==> config.mk <==
export PLATFORM = sky130hd
export DESIGN_NAME = pbm_regs
export DESIGN_NICKNAME = d
export VERILOG_FILES = /design/src/verilog/pbm_pkg.sv /design/src/verilog/pbm_col_test.sv /design/src/verilog/pbm_regs.sv
export VERILOG_INCLUDE_DIRS = /design/src /design/src/verilog
export SDC_FILE = /design/constraint.sdc
export NUM_CORES = 1
export LEC_CHECK = 0
export BUFFER_PORTS_ARGS = -buffer_cell sky130_fd_sc_hd__buf_2
export CORE_AREA = 2 2 90 92
export DETAILED_ROUTE_END_ITERATION = 6
export DIE_AREA = 0 0 92 94
export PLACE_DENSITY_LB_ADDON = 0.08
export SETUP_SLACK_MARGIN = 0.1
export SKIP_LAST_GASP = 1
export SYNTH_ARGS = -nofsm -noshare
export SYNTH_HDL_FRONTEND = slang
export SYNTH_SLANG_ARGS = --single-unit
==> constraint.sdc <==
create_clock -name core_clk -period 2.5 [get_ports core_clk]
set_clock_uncertainty 0.05 [all_clocks]
set_input_delay 0.25 -clock core_clk [delete_from_list [all_inputs] [get_ports core_clk]]
set_output_delay 0.25 -clock core_clk [all_outputs]
set_load 0.01 [all_outputs]
==> src/verilog/pbm_defines.svh <==
`ifndef PBM_DEFINES_SVH
`define PBM_DEFINES_SVH
`define PBM_ADDR_CONTROL 5'h00
`define PBM_ADDR_STATUS 5'h01
`define PBM_ADDR_ID_HIGH 5'h02
`define PBM_ADDR_ID_LOW 5'h03
`define PBM_ADDR_ADVERTISE 5'h04
`define PBM_ADDR_PARTNER 5'h05
`define PBM_ADDR_XCVR_CTRL 5'h19
`define PBM_CTL_RESTART 9
`define PBM_CTL_AN_ENABLE 12
`define PBM_CTL_COL_TEST 7
`define PBM_CTL_KEEP_MASK 16'hFF80
`define PBM_CTL_RESET_VAL 16'h0000
`define PBM_STATUS_FIXED 16'h7849
`define PBM_ST_AN_DONE 5
`define PBM_ST_REMOTE_FAULT 4
`define PBM_ST_LINK 2
`define PBM_ST_JABBER 1
`define PBM_ADV_WMASK 16'hADFF
`define PBM_ADV_RESET_VAL 16'h0001
`define PBM_ADV_FAST_FD 8
`define PBM_ADV_FAST_HD 7
`define PBM_PAR_MASK 16'hEFFF
`define PBM_PAR_ACK 14
`define PBM_XC_PAUSE_RX 13
`define PBM_XC_PAUSE_TX 12
`define PBM_COL_ASSERT_BITS 512
`define PBM_COL_RELEASE_BITS 4
`endif

==> src/verilog/pbm_pkg.sv <==
package pbm_pkg;
  // One management access toward the register bank
  typedef struct packed {
    logic rd;         // Read strobe, one cycle
    logic wr;         // Write strobe, one cycle
    logic [4:0] addr; // Register address
    logic [15:0] wdata; // Write data
  } pbm_req_t;
  // Live line conditions fed from the transceiver core
  typedef struct packed {
    logic link_ok;      // Valid link present
    logic far_fault;    // Far-end fault indication seen
    logic jabber;       // Jabber condition (10 Mb/s)
    logic an_done;      // Negotiation finished
    logic an_started;   // Negotiation has begun
    logic page_valid;   // Received word valid pulse
    logic [15:0] page;  // Received link code word
    logic ack_seen;     // Acknowledge seen in bursts
  } pbm_line_t;
endpackage : pbm_pkg

==> src/verilog/pbm_col_test.sv <==
`timescale 1ns/1ps
`default_nettype none
`include "pbm_defines.svh"
module pbm_col_test
  import pbm_pkg::*;
#(
  parameter int ASSERT_CYC = 1,  // Cycles before collision rises
  parameter int RELEASE_CYC = 1  // Cycles before collision falls
)(
  input wire logic core_clk,  // Core clock
  input wire logic rst,       // Async reset, high
  input wire logic clk_en,    // Freezes state when low
  input wire logic enable,    // Collision test mode
  input wire logic tx_en,     // Transmit enable, synchronous
  output logic col            // Collision echo, registered
);
  // Width fits the longer of the two counts
  localparam int CW = 16;
  logic [CW-1:0] cnt; // Delay counter
  // Echo transmit enable with bounded lag; both delays fit inside the limits
  always_ff @(posedge core_clk or posedge rst)
  begin
    if (rst)
    begin
      col <= 1'b0;
      cnt <= '0;
    end
    else if (clk_en)
    begin
      if (!enable)
      begin
        // Normal operation drops collision at once
        col <= 1'b0;
        cnt <= '0;
      end
      else if (tx_en != col)
      begin
        if (cnt >= CW'(((col ? RELEASE_CYC : ASSERT_CYC)) - 1))
        begin
          col <= tx_en;
          cnt <= '0;
        end
        else
          cnt <= cnt + 1'b1;
      end
      else
        cnt <= '0;
    end
  end
endmodule : pbm_col_test
`default_nettype wire

==> src/verilog/pbm_regs.sv <==
`timescale 1ns/1ps
`default_nettype none
`include "pbm_defines.svh"
module pbm_regs
  import pbm_pkg::*;
#(
  parameter logic [23:0] ORG_CODE = 24'h123456, // Arbitrary value
  parameter logic [5:0] MODEL = 6'h2A,          // Arbitrary value
  parameter logic [3:0] REVISION = 4'h3,        // Arbitrary value
  parameter int BIT_RATE_MBPS = 10,             // Line rate for bit times
  parameter int CLK_MHZ = 10                    // Core clock rate
)(
  input wire logic core_clk,        // Core clock, 10 MHz
  input wire logic rst,             // Async reset, high
  input wire logic clk_en,          // Freezes all state when low
  input wire logic soft_rst,        // Software reset pulse
  input wire logic strap_fast_fd,   // Strap, 100 full duplex
  input wire logic strap_fast_hd,   // Strap, 100 half duplex
  input wire pbm_pkg::pbm_req_t req, // Management access
  input wire pbm_pkg::pbm_line_t line, // Line conditions, synchronous
  input wire logic tx_en,           // Transmit enable
  output logic [15:0] rdata,        // Read data, registered
  output logic rvalid,              // Read data valid pulse
  output logic col,                 // Collision output
  output logic [15:0] adv_word,     // Base code word to send
  output logic restart_an,          // Restart request level
  output logic an_enable,           // Negotiation enabled
  output logic [1:0] pause_mode,    // Resolved pause, rx/tx
  output logic preamble_ok          // Suppressed preamble accepted
);
  import pbm_pkg::*;

  // Bit time cycles: both counts round down, floor one
  localparam int COL_ASSERT_CYC_R = (`PBM_COL_ASSERT_BITS * CLK_MHZ) / BIT_RATE_MBPS;
  localparam int COL_ASSERT_CYC = (COL_ASSERT_CYC_R < 1) ? 1 : COL_ASSERT_CYC_R;
  localparam int COL_RELEASE_CYC_R = (`PBM_COL_RELEASE_BITS * CLK_MHZ) / BIT_RATE_MBPS;
  localparam int COL_RELEASE_CYC = (COL_RELEASE_CYC_R < 1) ? 1 : COL_RELEASE_CYC_R;

  logic [15:0] ctl;        // Control word, stored bits only
  logic [15:0] adv;        // Advertisement word
  logic [15:0] partner;    // Received partner word
  logic rfault_lat;        // Remote fault latch
  logic link_lat;          // Link latch, low on failure
  logic jabber_lat;        // Jabber latch
  logic rd_status;         // Status read taken on this edge
  logic [2:0] release_q;   // Per latch: read answered, no event on its edge
  logic fault_ev;          // Any remote fault event this cycle
  logic [15:0] next_rdata; // Read mux result
  logic [1:0] strap_meta;  // Strap pins, first synchroniser stage
  logic [1:0] strap_sync;  // Strap pins, settled: full then half duplex
  logic strap_take;        // Capture straps after reset release

  // Address match used by reads and writes alike
  function automatic logic hit(input pbm_req_t r, input logic [4:0] a);
    hit = (r.addr == a);
  endfunction : hit

  // Straps are pins from outside the clock domain, so they pass two stages
  // before any logic looks at them. The stages have no reset on purpose:
  // they keep sampling while reset is held, so the settled level is ready
  // for the capture on the first edge after release.
  // Limitation: reset must be held for at least two clocks for that to hold.
  always_ff @(posedge core_clk)
  begin
    if (clk_en)
    begin
      // First stage may go metastable; only the second one is read
      strap_meta <= {strap_fast_fd, strap_fast_hd};
      strap_sync <= strap_meta;
    end
  end

  // Straps are caught by the clock after reset release, not in reset
  always_ff @(posedge core_clk or posedge rst)
  begin
    if (rst)
      strap_take <= 1'b1;
    else if (clk_en)
      strap_take <= soft_rst;
  end

  // Control word: only bits 15:7 are storage
  // Bits 6:0 have no flops at all, so they read zero whatever was written;
  // the restart bit clears itself once negotiation starts or is disabled
  always_ff @(posedge core_clk or posedge rst)
  begin
    if (rst)
      ctl <= `PBM_CTL_RESET_VAL;
    else if (clk_en)
    begin
      if (soft_rst)
        ctl <= `PBM_CTL_RESET_VAL;
      else if (req.wr && hit(req, `PBM_ADDR_CONTROL))
        ctl <= req.wdata & `PBM_CTL_KEEP_MASK;
      else if (line.an_started || !ctl[`PBM_CTL_AN_ENABLE])
        ctl[`PBM_CTL_RESTART] <= 1'b0;
    end
  end

  // Advertisement word with strapped fast abilities
  always_ff @(posedge core_clk or posedge rst)
  begin
    if (rst)
      adv <= `PBM_ADV_RESET_VAL;
    else if (clk_en)
    begin
      if (strap_take)
      begin
        adv <= `PBM_ADV_RESET_VAL;
        adv[`PBM_ADV_FAST_FD] <= strap_sync[1];
        adv[`PBM_ADV_FAST_HD] <= strap_sync[0];
      end
      else if (req.wr && hit(req, `PBM_ADDR_ADVERTISE))
        adv <= req.wdata & `PBM_ADV_WMASK;
    end
  end

  // Received word; next pages simply overwrite the base page
  always_ff @(posedge core_clk or posedge rst)
  begin
    if (rst)
      partner <= 16'h0000;
    else if (clk_en)
    begin
      if (soft_rst)
        partner <= 16'h0000;
      else
      begin
        if (line.page_valid)
          partner <= line.page & `PBM_PAR_MASK;
        partner[`PBM_PAR_ACK] <= line.ack_seen;
      end
    end
  end

  // Status read taken on this edge
  assign rd_status = req.rd && hit(req, `PBM_ADDR_STATUS);

  // Release flags, one per latch: 2 remote fault, 1 link, 0 jabber.
  // The answer is captured on the read edge, so an event on that same edge
  // is not in it; such a lane is not released and waits for the next read.
  always_ff @(posedge core_clk or posedge rst)
  begin
    if (rst)
      release_q <= 3'h0;
    else if (clk_en)
      release_q <= {3{rd_status}} & ~{fault_ev, !line.link_ok, line.jabber};
  end

  assign fault_ev = line.far_fault || partner[13];

  // Latched status bits; a new event beats the release
  always_ff @(posedge core_clk or posedge rst)
  begin
    if (rst)
    begin
      rfault_lat <= 1'b0;
      link_lat <= 1'b0;
      jabber_lat <= 1'b0;
    end
    else if (clk_en)
    begin
      if (soft_rst)
      begin
        rfault_lat <= 1'b0;
        link_lat <= 1'b0;
        jabber_lat <= 1'b0;
      end
      else
      begin
        // Set wins over the read release
        // Remote fault: far-end indication or partner's fault bit
        if (fault_ev)
          rfault_lat <= 1'b1;
        else if (release_q[2])
          rfault_lat <= 1'b0;
        // Link: any failure drops it, only a read with good link raises it
        if (!line.link_ok)
          link_lat <= 1'b0;
        else if (release_q[1])
          link_lat <= 1'b1;
        // Jabber: set by the condition, dropped by an answered read
        if (line.jabber)
          jabber_lat <= 1'b1;
        else if (release_q[0])
          jabber_lat <= 1'b0;
      end
    end
  end

  // Read mux; unmapped addresses read zero
  always_comb
  begin
    next_rdata = 16'h0000;
    case (req.addr)
      `PBM_ADDR_CONTROL: next_rdata = ctl;
      `PBM_ADDR_STATUS:
      begin
        next_rdata = `PBM_STATUS_FIXED;
        next_rdata[`PBM_ST_AN_DONE] = line.an_done;
        next_rdata[`PBM_ST_REMOTE_FAULT] = rfault_lat;
        next_rdata[`PBM_ST_LINK] = link_lat;
        next_rdata[`PBM_ST_JABBER] = jabber_lat;
      end
      // Code bit n in the standard numbering sits at ORG_CODE[24-n]; bits 1
      // and 2 are dropped, 3 to 18 fill the high word, 19 to 24 head the low
      `PBM_ADDR_ID_HIGH: next_rdata = ORG_CODE[21:6];
      `PBM_ADDR_ID_LOW: next_rdata = {ORG_CODE[5:0], MODEL, REVISION};
      `PBM_ADDR_ADVERTISE: next_rdata = adv;
      `PBM_ADDR_PARTNER: next_rdata = partner;
      `PBM_ADDR_XCVR_CTRL:
      begin
        next_rdata[`PBM_XC_PAUSE_RX] = pause_mode[1];
        next_rdata[`PBM_XC_PAUSE_TX] = pause_mode[0];
      end
      default: next_rdata = 16'h0000;
    endcase
  end

  // Registered read data, one cycle after the strobe
  always_ff @(posedge core_clk or posedge rst)
  begin
    if (rst)
    begin
      rdata <= 16'h0000;
      rvalid <= 1'b0;
    end
    else if (clk_en)
    begin
      rvalid <= req.rd;
      if (req.rd)
        rdata <= next_rdata;
    end
  end

  // Pause resolution from local and partner pause/asymmetric bits.
  // Both pause bits set: pause in both directions.
  // Local both, partner asymmetric only: local honours received pause only.
  // Local asymmetric only, partner both: local sends pause only.
  // Anything else: no pause; the result is read back at address 19h.
  always_comb
  begin
    pause_mode = 2'b00;
    if (adv[10] && partner[10])
      pause_mode = 2'b11;
    else if (adv[10] && adv[11] && partner[11])
      pause_mode = 2'b10;
    else if (!adv[10] && adv[11] && partner[10] && partner[11])
      pause_mode = 2'b01;
  end

  assign adv_word = adv;
  assign restart_an = ctl[`PBM_CTL_RESTART] && ctl[`PBM_CTL_AN_ENABLE];
  assign an_enable = ctl[`PBM_CTL_AN_ENABLE];
  assign preamble_ok = 1'b1;

  // Collision test echo
  pbm_col_test #(
    .ASSERT_CYC(COL_ASSERT_CYC),
    .RELEASE_CYC(COL_RELEASE_CYC)
  ) u_col (
    .core_clk(core_clk),
    .rst(rst),
    .clk_en(clk_en),
    .enable(ctl[`PBM_CTL_COL_TEST]),
    .tx_en(tx_en),
    .col(col)
  );
endmodule : pbm_regs
`default_nettype wire

[After elaboration in Yosys (flattened, before gate mapping)]
Cells that the tools add are included.
Operators by class
  $add $sub $neg: 2
  multiply operators: 0
  divide/modulo/power cells: 0
  order comparisons: 1
  equal/unequal tests: 10
  shifts and indexed selects: 0
  muxes and demuxes: 31
  bitwise logic cells: 2
  reduce and logical (&&, ||, !) cells: 32
Operators by type and width (count)
  $mux 16: 8
  $pmux 12 s6: 1
  $add 16x1->16 const B: 1
  $ge 16x16->1: 1
  $reduce_and 2->1: 8
  $sub 16x2->16 const B: 1
  $mux 1: 15
  $pmux 2 s6: 1
  $eq 5x2->1 const B: 2
  $eq 5x3->1 const B: 2
  $logic_and 1x1->1: 10
  $mux 10: 1
  $mux 9: 1
  $reduce_bool 3->1: 3
  $pmux 2 s4: 1
  $mux 6: 1
  $reduce_bool 2->1: 3
  $eq 5x1->1 const B: 1
  $eq 5x5->1 const B: 1
  $logic_not 5->1: 1
  $mux 2: 2
  $ne 2x1->1 const B: 2
  $and 3x3->3: 1
  $logic_not 1->1: 3
  6 further kinds: 7
Word-level totals
  register bits: 93
  bits in latches: 0
  memory bits (writable): 0
  bits in read-only memories: 0
  memories: 0

[Depth between registers and ports, before layout]
Gate-level depths: netlist of run 1.
  word-level depth: 8
  depth in mapped cells: 7
  gate-level depth less buffers: 6

[Modules after synthesis]
A second synthesis of run 1 with hierarchy kept.
Second synthesis, totals
  cells, all modules: 389
  area total of the unflattened synthesis: 4176.5 um^2
By module, submodules not included
  pbm_regs: instances 1, cells each 285, area each 3130.5 um^2, sequential area each 1649.1 um^2
  pbm_col_test: instances 1, cells each 104, area each 1046.0 um^2, sequential area each 425.4 um^2

[Worst setup path after synthesis of run 1]
Ideal clock, no wire load.
  kind: register -> register
  from: register u_col.col
  to: register u_col.cnt[2]
  arrival time: 1.895 ns
  required time: 2.368 ns
  path slack: 0.473 ns
  stages on the path, launching flop included: 8
  buffers on the path: 1
  clock period less this slack: 2.027 ns
  cells stage by stage: dfrtp_1 > ha_1 > a21oi_1 > a31oi_2 > nor4_4 > buf_6 > nand2b_1 > a31oi_1
Between the ends
  word-level cells in the longest chain between the ends: 6
Ends and longest elaborated chain
  start: declaration: RTL line pbm_col_test.sv:15  | output logic col
  start signal: assignment: RTL line pbm_col_test.sv:40  | col <= tx_en;
  $mux 10: RTL line pbm_col_test.sv:38  | if (cnt >= CW'(((col ? RELEASE_CYC : ASSERT_CYC)) - 1))
  $sub 16x2->16: RTL line pbm_col_test.sv:38
  $ge 16x16->1: RTL line pbm_col_test.sv:38
  $mux 16: RTL line pbm_col_test.sv:38
  $mux 16 (*): RTL line pbm_col_test.sv:36  | else if (tx_en != col)
  $mux 16 (*): RTL line pbm_col_test.sv:30  | if (!enable)
  end signal: assignment: RTL line pbm_col_test.sv:44  | cnt <= cnt + 1'b1;
  end: declaration: RTL line pbm_col_test.sv:19  | logic [CW-1:0] cnt;
Mark *: on every way between the ends. The rest lies on a longest branch, timed or not.
A chain may end at the register's enable or synchronous reset.

[Worst setup path in the final report of run 1]
  from: register u_col.col
  to: register u_col.cnt[6]
Same word-level chain as after synthesis.

==> flow_metrics.env, run 1 <==
export IMPL_ff2ff_path_depth=7
export IMPL_yosys_area_top_type="dfrtp_1"
export IMPL_core_area_sq_mm=0.00761
export IMPL_globalplace_congestion=0.869
export IMPL_synth_most_common_cell="dfrtp_1"
export IMPL_endpoint="u_col.cnt[6]"
export IMPL_first_pass_iters=5
export IMPL_row_count=32
export IMPL_dp_cells=558
export IMPL_synth_seq_cells=82
export IMPL_synth_flop_cell="dfrtp_1"
export IMPL_finalCriticalPeriod_ns=2.19
export IMPL_ir_drop_uv=459
export IMPL_ctsLongestPathBuffers=2
export IMPL_drive_gt1_share_pct=25.4
export IMPL_slew_violations=0
export IMPL_dp_slack_ns=0.341
export IMPL_final_cells=575
export IMPL_required_ns=2.71
export IMPL_end_kind="flip-flop"
export IMPL_clock_sinks=82
export IMPL_slowest_delay_ns=0.51
export IMPL_synth_area_leaders="dfrtp_1, a22o_1, nand2_1"
export IMPL_syn2layout_area_growth_pct=18.9
export IMPL_via_per_inst=5.70
export IMPL_timing_worst_setup_path_type="reg2reg"
export IMPL_timing_final_crit_share_pct=87.7
export IMPL_setup_slack_ns=0.307
export IMPL_cts_tree="built"
export IMPL_vias=3276
export IMPL_die_x_um=92
export IMPL_synthesis_area_sq_mm=0.00401
export IMPL_drc=0
export IMPL_maxCapViolCount=0
export IMPL_min_path_type="in2reg"
export IMPL_drt_total_wl_um=10300
export IMPL_synth_top_area_share_pct=47.5
export IMPL_reg2reg_to="u_col.cnt[6]"
export IMPL_ys_warn_count=0
export IMPL_crit_fanout=13
export IMPL_tightest_slew_ns=0.639
export IMPL_critical_path_buf_inv_count=1
export IMPL_die_area_sq_mm=0.00865
export IMPL_start_kind="flip-flop"
export IMPL_synth_common_cells="dfrtp_1, nand2_1, a22o_1"
export IMPL_critical_path_top_delay_family="compound AO/OA/AOI/OAI gates"
export IMPL_synth_seq_area_share_pct=51.8
export IMPL_finalSetupViolCount=0
export IMPL_rsz0062_at_grt="no"
export IMPL_path_depth=7
export IMPL_hp_start="strap_fast_fd"
export IMPL_htreeDepth=3
export IMPL_synth_avg_cell_area_sq_um=10.4
export IMPL_io_pins=92
export IMPL_antenna_cells=0
export IMPL_initial_core_util_pct=52.7
export IMPL_post_cts_buffers=0
export IMPL_synth_edff_count=4
export IMPL_cts_root_buf="clkbuf_8"
export IMPL_fin_tns_setup_ns=0
export IMPL_power_uw=3110
export IMPL_arrival_ns=2.40
export IMPL_post_dp_cell_area_sq_mm=0.00452
export IMPL_r2r_start="u_col.col"
export IMPL_final_area_sq_mm=0.00476
export IMPL_cts_buffers=9
export IMPL_num_nets_final=529
export IMPL_drt_iter0_markers=241
export IMPL_cts_hold_buf=1
export IMPL_io_buffers=85
export IMPL_synth_distinct_cells=54
export IMPL_power_leakage_uw=0.00234
export IMPL_ant_nets=0
export IMPL_die_h_um=94
export IMPL_crit_start="u_col.col"
export IMPL_clock_latency_ns=0.35
export IMPL_grt_max_degree=41
export IMPL_grt_pass1_wl_um=16500
export IMPL_first_global_vias=3121
export IMPL_cts_resized_gates=0
export IMPL_status="finished clean"
export IMPL_track_usage_pct=25.1
export IMPL_rrSetupSlack_ns=0.31
export IMPL_fillers=685
export IMPL_antenna_found_initial=0
export IMPL_wl_per_cell_um=17.9
export IMPL_path_cells="ha_1 -> a21oi_1 -> a31oi_2 -> nor4_4 -> buf_4 -> nand2b_1 -> a31oi_1"
export IMPL_slowest_stage="dfrtp_1"
export IMPL_powerDensity_mw_per_mm2=654
export IMPL_maxSlewHeadroom_pct=57.1
export IMPL_fmax_mhz=456
export IMPL_ys_async_sr_fraction_pct=95.1
export IMPL_clk_pin_slew_ns=0.08
export IMPL_syn_inst=386
export IMPL_dpl_hpwl_um=7460
export IMPL_final_hold_viol_count=0
export IMPL_overflow=0
worst register-to-register path, stage by stage, from the launching register on:
cell and delay [ns]:
dfrtp_1 0.51, ha_1 0.41, a21oi_1 0.21, a31oi_2 0.18, nor4_4 0.29, buf_4 0.23, nand2b_1 0.07, a31oi_1 0.17
final cells by class:
type / count / area (sq um) / share of cell area, %
clock buffers: 11 / 131 / 2.76
repair buffers: 95 / 515 / 10.8
inverters: 12 / 45.0 / 0.946
well taps: 102 / 128 / 2.68
flip-flops and latches: 82 / 2070 / 43.6
clock inverters: 5 / 104 / 2.18
multi-input cells: 268 / 1770 / 37.1
cell usage in the layout, fill, tap and decap left out, types with 10 or more instances in the layout:
master	instances
buf_2	85
dfrtp_1	76
nand2_1	38
a22o_1	33
a21oi_1	21
o21ai_1	21
nor2_1	16
nor2b_1	15
o21ai_0	10
o2bb2ai_1	10
sequential cells by signal (all words and copies together) (netlist names):
name        cells
rvalid          1
strap_meta      2
rdata          16
rfault_lat      1
link_lat        1
ctl             9
u_col.cnt      16
strap_take      1
u_col.col       1
strap_sync      2
adv_word       13
release_q       3
jabber_lat      1
partner        15
kinds of logic after synthesis:
| family | Yosys count | synth area share (%) |
|---|---|---|
| mux | 11 | 2.81 |
| compound gates | 130 | 23.1 |
| buf+inv | 38 | 4.34 |
| flops | 82 | 51.8 |
| xor+xnor | 3 | 0.656 |
| fa+ha+maj | 8 | 2.50 |
| other cells | 2 | 0.187 |
| simple gates | 112 | 14.6 |
power breakdown:
part / switching (uW) / total [uW] / leakage, uW / internal, uW
Combinational: 260 / 448 / 0.00114 / 188
Clock: 477 / 1140 / 0.000118 / 665
Sequential: 91.7 / 1520 / 0.00109 / 1430
Total: 828 / 3110 / 0.00234 / 2290
how the worst min path moves through the flow:
| stage | endpoint | cells after the start |
|---|---|---|
| 2_1_floorplan | release_q[0] | 1 |
| 3_3_place_gp | partner[9] | 2 |
| 3_5_place_dp | partner[9] | 2 |
| 4_1_cts | strap_meta[1] | 1 |
| 5_1_grt | strap_meta[1] | 1 |
| 6_report | strap_meta[1] | 1 |
metal layers:
metal  GRT usage, %  share of wire (%)  up-vias
li1               -                  -     1571
met1           36.9                 46     1578
met2           38.5                 46      114
met3           2.97                5.9       13
met4           9.33                1.9        0
met5              0                  0        -
per-stage QoR:
step           util [%]  hold WS, ns
6_report           62.6       0.0246
3_3_place_gp       59.4        0.223
2_1_floorplan         -        0.294
5_1_grt            62.6       0.0142
3_5_place_dp       59.4        0.228
4_1_cts            62.6       0.0165
No activity file was read; power rests on OpenSTA's default activity.
==> inputs of run 2 (changes only) <==
- CORE_AREA: 2 2 90 92 -> 2 2 99 101
- DIE_AREA: 0 0 92 94 -> 0 0 101 103
- clock period: 2.5 -> 2 ns (I/O delays scaled with it)
==> run 2 against run 1 <==
Net effect:
- hold slack worse by 0.011 ns
- sequential share of layout area is 1.4 points lower
- wire length rose by 3.0%
- global-route usage shrank 4.2 points
- register-to-register slack got worse by 0.25 ns
- die area is 20% higher
- design area rose by 3.4%
- largest power group unchanged
- critical path depth decreased by 1
- first-iteration DRC count down 37%
- clock power fell by 4%
- via count is 0.73% higher
==> flow_metrics.env, run 2 (synthesized netlist as in run 1, its figures left out) <==
export IMPL_ctsLongestPathBuffers=2
export IMPL_initial_core_util_pct=42.4
export IMPL_start_kind="flip-flop"
export IMPL_hold_path_depth=2
export IMPL_wl_per_cell_um=17.6
export IMPL_num_nets_final=547
export IMPL_antenna_cells=0
export IMPL_drc=0
export IMPL_mostFrequentLayoutCells="buf_2, dfrtp_1, nand2_1"
export IMPL_maxCapViolCount=0
export IMPL_ff2ff_path_depth=6
export IMPL_fin_tns_setup_ns=0
export IMPL_power_switching_uw=1050
export IMPL_powerDensity_mw_per_mm2=727
export IMPL_drt_total_wl_um=10600
export IMPL_die_x_um=101
export IMPL_timing_final_crit_share_pct=97.0
export IMPL_drive_gt1_share_pct=29.3
export IMPL_utilization_pct=52.1
export IMPL_die_area_sq_mm=0.0104
export IMPL_grt_pass1_wl_um=16600
export IMPL_cts_buffers=9
export IMPL_tightest_slew_ns=0.768
export IMPL_clock_sinks=82
export IMPL_fmax_mhz=515
export IMPL_drt_iter0_markers=152
export IMPL_end_kind="flip-flop"
export IMPL_finalSetupViolCount=0
export IMPL_timing_worst_setup_path_type="reg2reg"
export IMPL_clk_pin_slew_ns=0.09
export IMPL_power_uw=3580
export IMPL_switching_share_pct=29.4
export IMPL_cts_tree="built"
export IMPL_ir_drop_uv=403
export IMPL_core_area_sq_mm=0.00946
export IMPL_r2r_start="u_col.col"
export IMPL_reg2reg_to="u_col.cnt[1]"
export IMPL_die_h_um=103
export IMPL_final_hold_viol_count=0
export IMPL_crit_fanout=8
export IMPL_clock_latency_ns=0.35
export IMPL_power_leakage_uw=0.00240
export IMPL_cts_root_buf="clkbuf_8"
export IMPL_final_cells=605
export IMPL_row_count=36
export IMPL_first_pass_iters=4
export IMPL_rsz0062_at_grt="yes"
export IMPL_top_regs="rdata x16, u_col.cnt x16, partner x15"
export IMPL_min_path_type="in2reg"
export IMPL_syn2layout_area_growth_pct=22.9
export IMPL_rrSetupSlack_ns=0.06
export IMPL_ant_nets=0
export IMPL_via_per_inst=5.45
export IMPL_dpl_hpwl_um=7880
export IMPL_seqPwrFrac_pct=53.3
export IMPL_htreeDepth=3
export IMPL_track_usage_pct=20.9
export IMPL_overflow=0
export IMPL_antenna_found_initial=0
export IMPL_finalCriticalPeriod_ns=1.94
export IMPL_required_ns=2.19
export IMPL_dp_cells=581
export IMPL_fillers=909
export IMPL_combPwrFrac_pct=16.1
export IMPL_slew_violations=0
export IMPL_grt_max_degree=79
export IMPL_io_buffers=85
export IMPL_arrival_ns=2.13
export IMPL_clock_power_share_pct=30.6
export IMPL_maxSlewHeadroom_pct=48.5
export IMPL_globalplace_congestion=0.875
export IMPL_final_common_cell="buf_2"
export IMPL_io_pins=92
export IMPL_vias=3300
export IMPL_status="finished clean"
export IMPL_whs_endpoint="release_q[2]"
export IMPL_hp_start="line[21]"
export IMPL_p_int_uw=2530
export IMPL_first_global_vias=3164
## run 2: through the flow
stage / setup WS (ns) / area [sq um] / hold slack, ns
after floorplan: 0.0922 / 4040 / 0.244
after global placement: 0.0763 / 4640 / 0.300
after detailed placement: 0.0516 / 4640 / 0.302
after CTS: 0.0627 / 4880 / 0.000250
after global routing: -0.0284 / 4920 / 0.00654
final: 0.0590 / 4920 / 0.0136
## run 2: critical path: stages, from the launching register on
cell	delay [ns]
dfrtp_2	0.50
ha_4	0.32
a21oi_4	0.06
a2111oi_4	0.42
nor4_4	0.10
buf_4	0.17
a22o_1	0.21
## run 2: layout make-up
cell class                      count  area, sq um  area share, %
Clock buffer                       12          145           2.95
Tap cell                          114          143           2.90
Inverter                           12         48.8          0.991
Multi-Input combinational cell    268         1820           37.0
Timing Repair Buffer              113          662           13.4
Clock inverter                      4         26.3          0.534
Sequential cell                    82         2080           42.1
## run 2: power by group through the flow
| stage | logic, uW | registers (uW) | clock network (uW) |
|---|---|---|---|
| detailed placement | 578 | 1940 | 0 |
| floorplan | 301 | 1930 | 0 |
| finish | 577 | 1910 | 1100 |
| global placement | 569 | 1940 | 0 |
| CTS | 585 | 1910 | 1140 |
| global route | 648 | 1930 | 1190 |
## run 2: worst max path at each step
stage,endpoint,cells after the start,slack [ns],startpoint
2_1_floorplan,u_col.cnt[2],7,0.09,u_col.col
3_3_place_gp,u_col.cnt[2],7,0.08,u_col.col
3_5_place_dp,u_col.cnt[4],7,0.05,u_col.col
4_1_cts,u_col.cnt[1],6,0.06,u_col.col
5_1_grt,u_col.cnt[4],7,-0.03,u_col.col
6_report,u_col.cnt[1],6,0.06,u_col.col
## run 2: metal layers
metal  track usage (%)  share of wire [%]
met4              5.61                1.7
met2              32.5                 46
met3              4.14                4.6
met5                 0                  0
met1              30.0                 48
## run 2: what timing repair did
| item | in CTS | in global routing |
|---|---|---|
| cloned | 1 | 0 |
| setup endpoints to repair | 10 | 11 |
| hold buffers | 4 | 0 |
| resized for setup | 3 | 5 |
| pin swaps | 0 | 3 |
| setup buffers | 1 | 2 |
| endpoints found under the hold margin | 79 | 0 |
